## src/pkg/dcis_defs.svh

```systemverilog
// Purpose: register offsets, field positions and codes of the CRC config and irq summary block
// Assumes: 32-bit APB, byte addresses
// Notes: definitions only
`ifndef DCIS_DEFS_SVH
`define DCIS_DEFS_SVH
`define DCIS_ADDR_W 8
`define DCIS_OFF_CRC_CONFIG 8'h20
`define DCIS_OFF_IRQ_SUMMARY 8'h24
`define DCIS_OFF_EVT_STATUS 8'h28
`define DCIS_OFF_EVT_MASK 8'h2C
`define DCIS_RST_WORD 32'h00000000
`define DCIS_BEAT_LSB 0
`define DCIS_BEAT_MSB 1
`define DCIS_POLY_LSB 2
`define DCIS_POLY_MSB 3
`define DCIS_SRC_LSB 8
`define DCIS_SRC_MSB 13
`define DCIS_CFG_MASK 32'h00003F0F
`define DCIS_SRC_NONE 6'h00
`define DCIS_SRC_IO 6'h01
`define DCIS_SRC_CH_FIRST 6'h2A
`define DCIS_SRC_CH_LAST 6'h3F
`define DCIS_CH_FIRST 5'h0A
`define DCIS_CH_LAST 5'h1F
`define DCIS_EVT_W 2
`define DCIS_EVT_NEW_PEND 0
`define DCIS_EVT_BAD_CODE 1
`define DCIS_BYTE_MASK 32'h000000FF
`define DCIS_HALF_MASK 32'h0000FFFF
`define DCIS_WORD_MASK 32'hFFFFFFFF
`define DCIS_POLY16 32'h00001021
`define DCIS_POLY32 32'h04C11DB7
`endif

```

## src/pkg/dcis_pkg.sv

```systemverilog
// Purpose: types of the CRC config and irq summary block
// Assumes: encodings follow declaration order
// Notes: none
package dcis_pkg;
  typedef enum logic [1:0] {byte_beat, half_word_beat, word_beat, reserved_beat} dcis_beat_type;
  typedef enum logic [1:0] {ccitt16_poly, ieee32_poly, poly_rsvd2, poly_rsvd3} dcis_poly_type;
endpackage

```

## src/core/dcis_top.sv

```systemverilog
// Purpose: CRC configuration fields and per-channel interrupt summary of a DMA controller
// Assumes: flags, enables and beats come from logic on pclk; APB slave with no wait states
// Notes: one event irq output gated by a mask register
// Summary of operation
// poly field bits 3:2; 0 is CCITT-16, 1 is IEEE-32, 2-3 reserved.
// beat width bits 1:0; 0 is 8, 1 is 16, 2 is 32 bits, 3 reserved.
// beat width shapes CRC data only when the I/O interface is the source.
// read-only summary holds one pending bit per channel 31..0.
// summary bit clears once channel enables or flags are all clear.
// source codes 0x2A..0x3F select channels 10..31, one per code.
// software sets source, polynomial and beat width before enabling CRC.
// writes to the summary register are ignored.
`timescale 1ns/1ns
`include "dcis_defs.svh"
module dcis_top #(
  parameter int NCH = 32,
  parameter int NFLAG = 3,
  parameter logic [5:0] IO_SRC_CODE = `DCIS_SRC_IO
) (
  // Clock, reset, enable
  input wire logic pclk,
  input wire logic presetn,
  input wire logic clk_en,
  // APB slave
  input wire logic psel,
  input wire logic penable,
  input wire logic pwrite,
  input wire logic [`DCIS_ADDR_W-1:0] paddr,
  input wire logic [31:0] pwdata,
  output logic [31:0] prdata,
  output logic pready,
  output logic pslverr,
  // Channel interrupt flags and enables
  input wire logic [NCH*NFLAG-1:0] chan_flags,
  input wire logic [NCH*NFLAG-1:0] chan_enables,
  // CRC beat path
  input wire logic crc_beat_valid,
  input wire logic [31:0] crc_beat_data,
  output logic crc_data_valid,
  output logic [31:0] crc_data,
  // CRC setup seen by the engine
  output logic [31:0] crc_poly_value,
  output logic crc_src_is_io,
  output logic crc_src_is_chan,
  output logic [4:0] crc_src_chan,
  // Interrupt
  output logic irq
);

  logic [31:0] crc_config;
  logic [NCH-1:0] channel_irq_pending;
  logic [31:0] channel_irq_summary;
  logic [`DCIS_EVT_W-1:0] evt_status;
  logic [`DCIS_EVT_W-1:0] evt_mask;
  logic [`DCIS_EVT_W-1:0] evt_set;
  logic setup_ph;
  logic wr_acc;
  logic addr_ok;
  logic [31:0] next_rdata;
  dcis_pkg::dcis_beat_type crc_io_beat_width;
  dcis_pkg::dcis_poly_type crc_poly_select;
  logic [5:0] crc_input_select;
  logic [31:0] beat_mask;

  assign setup_ph = psel & ~penable;
  // No wait states: every access phase completes in its first cycle
  assign pready = psel & penable;
  assign wr_acc = psel & penable & pwrite & clk_en;
  assign addr_ok = (paddr == `DCIS_OFF_CRC_CONFIG) | (paddr == `DCIS_OFF_IRQ_SUMMARY) |
                   (paddr == `DCIS_OFF_EVT_STATUS) | (paddr == `DCIS_OFF_EVT_MASK);
  // Unmapped addresses answer with an error but never stall the bus
  assign pslverr = pready & ~addr_ok;

  assign crc_io_beat_width = dcis_pkg::dcis_beat_type'(crc_config[`DCIS_BEAT_MSB:`DCIS_BEAT_LSB]);
  assign crc_poly_select = dcis_pkg::dcis_poly_type'(crc_config[`DCIS_POLY_MSB:`DCIS_POLY_LSB]);
  assign crc_input_select = crc_config[`DCIS_SRC_MSB:`DCIS_SRC_LSB];

  // Per-channel pending: any flag with its enable; clears as soon as either side clears
  genvar g;
  generate
    for (g = 0; g < NCH; g++) begin : g_pend
      dcis_chan_pend #(
        .NFLAG(NFLAG)
      ) u_pend (
        .flags(chan_flags[g*NFLAG +: NFLAG]),
        .enables(chan_enables[g*NFLAG +: NFLAG]),
        .pending(channel_irq_pending[g])
      );
    end
  endgenerate

  // Registered summary; bus writes never reach it
  always_ff @(posedge pclk or negedge presetn) begin
    if (!presetn) begin
      channel_irq_summary <= `DCIS_RST_WORD;
    end else if (clk_en) begin
      channel_irq_summary <= 32'(channel_irq_pending);
    end
  end

  // Config register; engine is expected to be off while this changes
  always_ff @(posedge pclk or negedge presetn) begin
    if (!presetn) begin
      crc_config <= `DCIS_RST_WORD;
    end else if (wr_acc && paddr == `DCIS_OFF_CRC_CONFIG) begin
      crc_config <= pwdata & `DCIS_CFG_MASK;
    end
  end

  // Mask has the status layout; irq stays a plain level, no edge logic
  always_ff @(posedge pclk or negedge presetn) begin
    if (!presetn) begin
      evt_mask <= '0;
    end else if (wr_acc && paddr == `DCIS_OFF_EVT_MASK) begin
      evt_mask <= pwdata[`DCIS_EVT_W-1:0];
    end
  end

  // Events: a channel newly pending; a reserved poly or beat code written
  always_comb begin
    evt_set = '0;
    evt_set[`DCIS_EVT_NEW_PEND] = |(32'(channel_irq_pending) & ~channel_irq_summary);
    evt_set[`DCIS_EVT_BAD_CODE] = wr_acc && paddr == `DCIS_OFF_CRC_CONFIG &&
      (pwdata[`DCIS_POLY_MSB] || (&pwdata[`DCIS_BEAT_MSB:`DCIS_BEAT_LSB]));
  end

  // Sticky status, write one to clear; a new event wins over the clear
  always_ff @(posedge pclk or negedge presetn) begin
    if (!presetn) begin
      evt_status <= '0;
    end else if (clk_en) begin
      if (wr_acc && paddr == `DCIS_OFF_EVT_STATUS) begin
        evt_status <= (evt_status & ~pwdata[`DCIS_EVT_W-1:0]) | evt_set;
      end else begin
        evt_status <= evt_status | evt_set;
      end
    end
  end

  assign irq = |(evt_status & evt_mask);

  // Unmapped offsets read as zero next to the error response
  always_comb begin
    case (paddr)
      `DCIS_OFF_CRC_CONFIG: next_rdata = crc_config;
      `DCIS_OFF_IRQ_SUMMARY: next_rdata = channel_irq_summary;
      `DCIS_OFF_EVT_STATUS: next_rdata = 32'(evt_status);
      `DCIS_OFF_EVT_MASK: next_rdata = 32'(evt_mask);
      default: next_rdata = `DCIS_RST_WORD;
    endcase
  end

  // Read data is captured in the setup cycle so prdata comes from a flop
  always_ff @(posedge pclk or negedge presetn) begin
    if (!presetn) begin
      prdata <= `DCIS_RST_WORD;
    end else if (clk_en && setup_ph) begin
      prdata <= pwrite ? `DCIS_RST_WORD : next_rdata;
    end
  end

  // Source decode: codes past the channel base count channels upward
  always_ff @(posedge pclk or negedge presetn) begin
    if (!presetn) begin
      crc_src_is_io <= 1'b0;
      crc_src_is_chan <= 1'b0;
      crc_src_chan <= '0;
      crc_poly_value <= `DCIS_RST_WORD;
    end else if (clk_en) begin
      crc_src_is_io <= crc_input_select == IO_SRC_CODE;
      crc_src_is_chan <= crc_input_select >= `DCIS_SRC_CH_FIRST &&
                         crc_input_select <= `DCIS_SRC_CH_LAST;
      crc_src_chan <= 5'(crc_input_select - `DCIS_SRC_CH_FIRST) + `DCIS_CH_FIRST;
      case (crc_poly_select)
        dcis_pkg::ccitt16_poly: crc_poly_value <= `DCIS_POLY16;
        dcis_pkg::ieee32_poly: crc_poly_value <= `DCIS_POLY32;
        default: crc_poly_value <= `DCIS_RST_WORD;
      endcase
    end
  end

  always_comb begin
    case (crc_io_beat_width)
      dcis_pkg::byte_beat: beat_mask = `DCIS_BYTE_MASK;
      dcis_pkg::half_word_beat: beat_mask = `DCIS_HALF_MASK;
      dcis_pkg::word_beat: beat_mask = `DCIS_WORD_MASK;
      default: beat_mask = `DCIS_RST_WORD;
    endcase
  end

  // Beat width only shapes I/O-sourced data; reserved width drops I/O beats
  always_ff @(posedge pclk or negedge presetn) begin
    if (!presetn) begin
      crc_data_valid <= 1'b0;
      crc_data <= `DCIS_RST_WORD;
    end else if (clk_en) begin
      if (crc_src_is_io) begin
        crc_data_valid <= crc_beat_valid && crc_io_beat_width != dcis_pkg::reserved_beat;
        crc_data <= crc_beat_data & beat_mask;
      end else begin
        crc_data_valid <= crc_beat_valid && crc_src_is_chan;
        crc_data <= crc_beat_data;
      end
    end
  end
endmodule // dcis_top

// One channel's flags reduced to its pending bit; any enabled flag counts
module dcis_chan_pend #(
  parameter int NFLAG = 3
) (
  // Flag state of one channel
  input wire logic [NFLAG-1:0] flags,
  input wire logic [NFLAG-1:0] enables,
  // Pending bit for the summary
  output logic pending
);

  assign pending = |(flags & enables);

endmodule // dcis_chan_pend

```

## config.mk

```make
export PLATFORM = sky130hd
export DESIGN_NAME = dcis_top
export DESIGN_NICKNAME = d
export VERILOG_FILES = /design/src/pkg/dcis_pkg.sv /design/src/core/dcis_top.sv
export VERILOG_INCLUDE_DIRS = /design/src /design/src/pkg
export SDC_FILE = /design/constraint.sdc
export NUM_CORES = 1
export LEC_CHECK = 0
export BUFFER_PORTS_ARGS = -buffer_cell sky130_fd_sc_hd__buf_2
export CAP_MARGIN = 15
export CORE_AREA = 2 2 148 150
export DETAILED_ROUTE_END_ITERATION = 8
export DIE_AREA = 0 0 150 152
export SKIP_CTS_REPAIR_TIMING = 1
export SYNTH_ARGS = -nofsm -noshare
export SYNTH_HDL_FRONTEND = slang
export SYNTH_SLANG_ARGS = --single-unit
```

## constraint.sdc

```tcl
create_clock -name pclk -period 2.2 [get_ports pclk]
set_clock_uncertainty 0.2 [all_clocks]
set_input_delay 0.22 -clock pclk [delete_from_list [all_inputs] [get_ports pclk]]
set_output_delay 0.22 -clock pclk [all_outputs]
set_load 0.1 [all_outputs]
```

==> results.sh, run 1 <==
export IMPL_status="complete, but fails checks"
export IMPL_failed_checks="negative hold slack"
export IMPL_finish_utilization_pct=41.15
export IMPL_power_per_cell_area_mw_per_mm2=737.7
export IMPL_power_switching_uw=2131
export IMPL_hpwlAfterDp_um=15300
export IMPL_cellInternalPower_uw=4349
export IMPL_pwr_share_comb_pct=22.0
export IMPL_netlist_area_leader_share_pct=55.17
export IMPL_ant_nets=0
export IMPL_worstHoldStart="chan_enables[50]"
export IMPL_worstMarginPinSlew_ns=0.5722
export IMPL_drc=0
export IMPL_finalHoldWorstSlack_ns=-0.03607
export IMPL_post_drt_via_cell_ratio=4.589
export IMPL_crit_chain="dlygate4sd3_1, buf_2, a222oi_1, o22ai_1, nor4_1, nand4_1, a22o_1"
export IMPL_switching_share_pct=32.89
export IMPL_slew_viol_final=0
export IMPL_nNetsFinal=1201
export IMPL_synth_top_family_by_area="compound AO/OA/AOI/OAI gates"
export IMPL_crit_arrival_ns=2.20
export IMPL_pwr_share_clk_pct=40.5
export IMPL_vdd_drop_max_mv=0.4573
export IMPL_synth_seq_cells=120
export IMPL_synth_compound_area_share_pct=20.99
export IMPL_drive_gt1_share_pct=46.38
export IMPL_route_vias_total=5603
export IMPL_rows=54
export IMPL_die_area_mm2=0.02280
export IMPL_die_y_um=152
export IMPL_slew_headroom_pct=61.86
export IMPL_startpoint_type="primary input"
export IMPL_fin_area_mm2=0.008785
export IMPL_synthXorXnorAreaFrac_pct=0
export IMPL_cts_root_buffer="clkbuf_16"
export IMPL_p_seq_share_pct=37.4
export IMPL_antenna_found_initial=1
export IMPL_numCtsBuffers=17
export IMPL_ys_warn_count=0
export IMPL_area_growth_pct=61.40
export IMPL_io_buffers=337
export IMPL_synth_area_per_cell_um2=10.80
export IMPL_rr_startpoint="crc_config[0]"
export IMPL_grt_pass1_vias=5108
export IMPL_hold_path_class="primary input to flip-flop"
export IMPL_rsz0062_at_grt="false"
export IMPL_post_route_period_util_pct=95.65
export IMPL_synth_cells=504
export IMPL_fmax_mhz=475.2
export IMPL_tns_ns=0
export IMPL_clk_path_buf_depth=2
export IMPL_cap_violations=0
export IMPL_cp_num_buf_inv=2
export IMPL_leakagePower_uw=0.004521
export IMPL_wl_per_cell_um=16.99
export IMPL_core_mm2=0.02135
export IMPL_path_clk_slew_ns=0.06
export IMPL_crit_family="compound AO/OA/AOI/OAI gates"
export IMPL_grt_max_degree=111
export IMPL_grtUsageTotal_pct=16.99
export IMPL_start_util_pct=25.49
export IMPL_io_pins=378
export IMPL_critical_path_max_stage_delay_ns=0.53
export IMPL_multiInputGateArea_mm2=0.002023
export IMPL_wl_um=20740
export IMPL_synth_simple_area_share_pct=9.724
export IMPL_cts_sinks=120
export IMPL_grt_ovfl_total=0
export IMPL_muxShareOfSynthArea_pct=4.529
export IMPL_grt_pass1_wl_um=29160
export IMPL_clk_latency_ns=0.41
export IMPL_min_period_ns=2.104
export IMPL_drt_pass1_iter_count=7
export IMPL_slowest_stage="dlygate4sd3_1"
export IMPL_yosys_most_used_dff="dfrtp_1"
export IMPL_startpoint="chan_flags[44]"
export IMPL_gp_congestion=0.8348
export IMPL_synth_distinct_cells=39
export IMPL_synth_top_cell_by_area="dfrtp_1"
export IMPL_yosysSeqAreaShare_pct=55.17
export IMPL_drt_initial_drc_count=440
export IMPL_path_class="primary input to flip-flop"
export IMPL_worstPathMaxFanout=2
export IMPL_die_width_um=150
export IMPL_yosys_area_share_adder_pct=0.6897
export IMPL_ys_top_cells_by_area="dfrtp_1 55%, a222oi_1 5.9%, o21ai_0 4.2%, buf_4 4.1%, a22o_2 3.7%"
export IMPL_end_kind="flip-flop"
export IMPL_async_flop_share_pct=100.0
export IMPL_synth_edff_count=0
export IMPL_filler_cell_count=2146
export IMPL_seq_area_mm2=0.003003
export IMPL_required_ns=2.30
export IMPL_place_area_mm2=0.007417
export IMPL_hold_viol=2
export IMPL_cts_max_level=4
export IMPL_syn_area_mm2=0.005443
export IMPL_setup_violations=0
export IMPL_cts_tree="yes"
cells in the final DEF, fill, tap and decap left out, drive strengths merged, types with 2 or more instances in the layout:
cell / instances
nand3: 18
conb: 18
nor4b: 2
inv: 43
nand3b: 2
o21ai: 46
nor2: 34
nand2: 33
a22o: 25
a21oi: 33
mux2: 17
clkbuf: 17
and2: 3
clkinv: 7
mux4: 2
a22oi: 8
a222oi: 32
o22ai: 16
ha: 3
dfrtp: 120
dlygate4sd3: 81
buf: 358
nor3: 4
clkinvlp: 4
nor4: 4
power groups by stage:
stage | Clock [uW] | Combinational (uW) | Sequential [uW]
detailed placement | 0 | 1290 | 2470
finish | 2630 | 1430 | 2430
floorplan | 0 | 437 | 2850
CTS | 2700 | 1290 | 2430
global placement | 0 | 1280 | 2460
global route | 2830 | 1510 | 2440
worst min-delay path: stages:
cell      delay, ns
buf_2          0.07
a222oi_1       0.07
a21oi_1        0.16
cell usage after synthesis (all sizes together), types with 8 or more instances:
master / n
clkbuf: 14
o21ai: 46
buf: 38
mux2: 17
a222oi: 32
nand3: 18
inv: 40
o22ai: 16
dfrtp: 120
nand2: 33
nor2: 34
a21oi: 33
a22oi: 8
a22o: 25
worst paths after layout:
check / endpoint / slack, ns / depth (start not counted)
max in group asynchronous: crc_data[15] / 0.99 / 3
worst max-delay path: evt_status[0] / 0.1 / 7
worst min register to register: prdata[2] / 0.28 / 2
min in group asynchronous: evt_status[1] / 0.10 / 2
worst max register to register: crc_data[10] / 0.17 / 6
worst min-delay path: channel_irq_summary[16] / -0.04 / 3
cells by family after synthesis:
family,after synthesis
simple gates,105
flops,120
mux,20
fa+ha+maj,3
other cells,1
buf+inv,92
compound gates,163
layout make-up:
class	count	area share (%)
Sequential cell	120	34.18
Timing Repair Buffer	439	30.75
Multi-Input combinational cell	309	23.03
Clock buffer	17	4.843
Tap cell	280	3.988
Inverter	40	1.709
Clock inverter	15	1.467
Antenna cell	1	0.02849
state kept, by name (all words and copies together) (netlist names):
| signal | flops |
|---|---|
| crc_src_is_chan | 1 |
| crc_poly_value | 2 |
| crc_src_chan | 5 |
| channel_irq_summary | 32 |
| evt_mask | 2 |
| evt_status | 2 |
| crc_config | 10 |
| crc_src_is_io | 1 |
| prdata | 32 |
| crc_data | 32 |
| crc_data_valid | 1 |
metrics by stage:
stage               total power [uW]  std cells  setup WS (ns)
global placement                3738       1107       -0.06500
detailed placement              3757       1107        -0.1262
CTS                             6425       1139         0.2907
global route                    6787       1220        0.02219
floorplan                       3290        521         0.1518
finish                          6481       1221        0.09574
metal layers:
| metal | up-vias | global-route usage [%] | part of all wire (%) |
|---|---|---|---|
| met3 | 28 | 4.084 | 6.2 |
| met5 | - | 0 | 0.058 |
| met2 | 210 | 26.57 | 48 |
| li1 | 2662 | - | - |
| met4 | 2 | 4.852 | 1.5 |
| met1 | 2701 | 23.42 | 44 |
Note: power is estimated with default switching activity, not from simulation.
==> run 2, diff against run 1 <==
- clock period: 2.2 -> 2.05 ns (I/O delays scaled with it)
==> run 2 against run 1 <==
Compared with the run above:
- the flow now finishes without violations
- flip-flop and latch count unchanged
- critical endpoint unchanged
- non-clock buffer count unchanged
- die area unchanged
- critical path type unchanged
- largest cell class unchanged
- utilization up 0.49 points
- global-route usage down 0.071 points
==> results.sh, run 2 (synthesis gave the netlist of run 1 again) <==
export IMPL_die_area_mm2=0.02280
export IMPL_clk_path_buf_depth=2
export IMPL_rows=54
export IMPL_post_route_period_util_pct=96.93
export IMPL_place_area_mm2=0.007440
export IMPL_cellInternalPower_uw=5201
export IMPL_fmax_mhz=503.3
export IMPL_worst_slack_ns=0.06296
export IMPL_required_ns=2.15
export IMPL_clk_latency_ns=0.42
export IMPL_cts_root_buffer="clkbuf_16"
export IMPL_worstMarginPinSlew_ns=0.5405
export IMPL_rsz0062_at_grt="false"
export IMPL_fin_area_mm2=0.008889
export IMPL_core_mm2=0.02135
export IMPL_power_per_cell_area_mw_per_mm2=842.3
export IMPL_grt_ovfl_total=0
export IMPL_wl_per_cell_um=16.85
export IMPL_slew_headroom_pct=63.96
export IMPL_grt_pass1_vias=5031
export IMPL_start_util_pct=25.49
export IMPL_io_pins=378
export IMPL_ant_nets=0
export IMPL_startpoint_type="primary input"
export IMPL_final_common_cell="buf_2"
export IMPL_finish_utilization_pct=41.63
export IMPL_pwr_share_comb_pct=20.3
export IMPL_antenna_found_initial=3
export IMPL_worstPathMaxFanout=2
export IMPL_hpwlAfterDp_um=15350
export IMPL_largestRegisters="channel_irq_summary: 32 flops, crc_data: 32 flops, prdata: 32 flops"
export IMPL_min_period_ns=1.987
export IMPL_pwr_share_clk_pct=44.9
export IMPL_finalPower_uw=7487
export IMPL_place_ws_ns=-0.09214
export IMPL_post_drt_via_cell_ratio=4.582
export IMPL_layout_common_cells="335 x buf_2, 120 x dfrtp_1, 78 x dlygate4sd3_1"
export IMPL_io_buffers=337
export IMPL_grt_max_degree=57
export IMPL_nNetsFinal=1201
export IMPL_gp_congestion=0.8403
export IMPL_grtUsageTotal_pct=16.92
export IMPL_grt_pass1_wl_um=28920
export IMPL_area_growth_pct=63.31
export IMPL_drt_pass1_iter_count=7
export IMPL_route_vias_total=5604
export IMPL_path_clk_slew_ns=0.06
export IMPL_wl_um=20610
export IMPL_crit_arrival_ns=2.09
export IMPL_vdd_drop_max_mv=0.4999
export IMPL_use_met3_pct=3.483
export IMPL_cap_violations=0
export IMPL_setup_violations=0
export IMPL_drive_gt1_share_pct=46.70
export IMPL_numCtsBuffers=17
export IMPL_die_y_um=152
export IMPL_cts_tree="yes"
export IMPL_cts_max_level=4
export IMPL_p_seq_share_pct=34.8
export IMPL_slew_viol_final=0
export IMPL_busiest_layer="met2"
export IMPL_hold_viol=0
export IMPL_grtUsageMet1_pct=23.38
export IMPL_die_width_um=150
export IMPL_hold_path_class="primary input to flip-flop"
export IMPL_cts_sinks=120
export IMPL_leakagePower_uw=0.004575
export IMPL_end_kind="flip-flop"
export IMPL_met2_usage_pct=26.33
export IMPL_finalHoldWorstSlack_ns=0.03833
export IMPL_path_class="primary input to flip-flop"
export IMPL_switching_share_pct=30.53
export IMPL_drc=0
export IMPL_power_switching_uw=2286
export IMPL_drt_initial_drc_count=479
export IMPL_status="complete, no violations"
## run 2: cell count changes in the layout (fill, tap and decap cells not counted), sizes merged, moves of 2 or more
cell / before / now
bufinv: 1 / 5
dlygate4sd3: 81 / 78
buf: 358 / 361
clkinv: 7 / 4
diode: 1 / 3
## run 2: critical path: stages
cell and delay (ns):
dlygate4sd3_1 0.54, buf_2 0.12, a222oi_1 0.31, o22ai_1 0.15, nor4_1 0.37, nand4_1 0.14
a22o_1 0.25
## run 2: power groups by stage
stage / clock network [uW] / logic (uW) / registers (uW)
2_1_floorplan: 0 / 469 / 3060
3_3_place_gp: 0 / 1370 / 2640
5_1_grt: 3540 / 1620 / 2620
6_report: 3360 / 1520 / 2600
3_5_place_dp: 0 / 1390 / 2650
4_1_cts: 3440 / 1390 / 2610
## run 2: cell type report
| type | instances | area, um2 |
|---|---|---|
| clock buffers | 18 | 439.2 |
| well taps | 280 | 350.3 |
| inverters | 40 | 150.1 |
| multi-input cells | 309 | 2023 |
| clock inverters | 14 | 221.5 |
| fillers | 2122 | 12460 |
| flip-flops and latches | 120 | 3003 |
| diodes | 3 | 7.507 |
| repair buffers | 439 | 2694 |
## run 2: routing by layer
metal | vias to the layer above | part of all wire (%)
met1 | 2677 | 45
met3 | 35 | 5.9
met5 | - | 0.083
li1 | 2671 | -
met2 | 217 | 47
met4 | 4 | 2.0
## run 2: stage by stage
| stage | std cells | TNS, ns |
|---|---|---|
| 2_1_floorplan | 521 | 0 |
| 3_3_place_gp | 1110 | -0.1046 |
| 3_5_place_dp | 1110 | -0.09214 |
| 4_1_cts | 1142 | 0 |
| 5_1_grt | 1221 | 0 |
| 6_report | 1223 | 0 |
## run 2: path summary, 6_finish.rpt
| check | depth (start not counted) | from | endpoint | slack, ns |
|---|---|---|---|---|
| setup / recovery | 7 | chan_flags[50] | evt_status[0] | 0.06 |
| hold / removal | 4 | chan_enables[47] | channel_irq_summary[15] | 0.04 |
| setup reg to reg | 4 | channel_irq_summary[13] | evt_status[0] | 0.40 |
| hold reg to reg | 2 | prdata[12] | prdata[12] | 0.28 |
| max in group asynchronous | 3 | presetn | prdata[14] | 1.00 |
| min in group asynchronous | 2 | presetn | crc_data[2] | 0.08 |
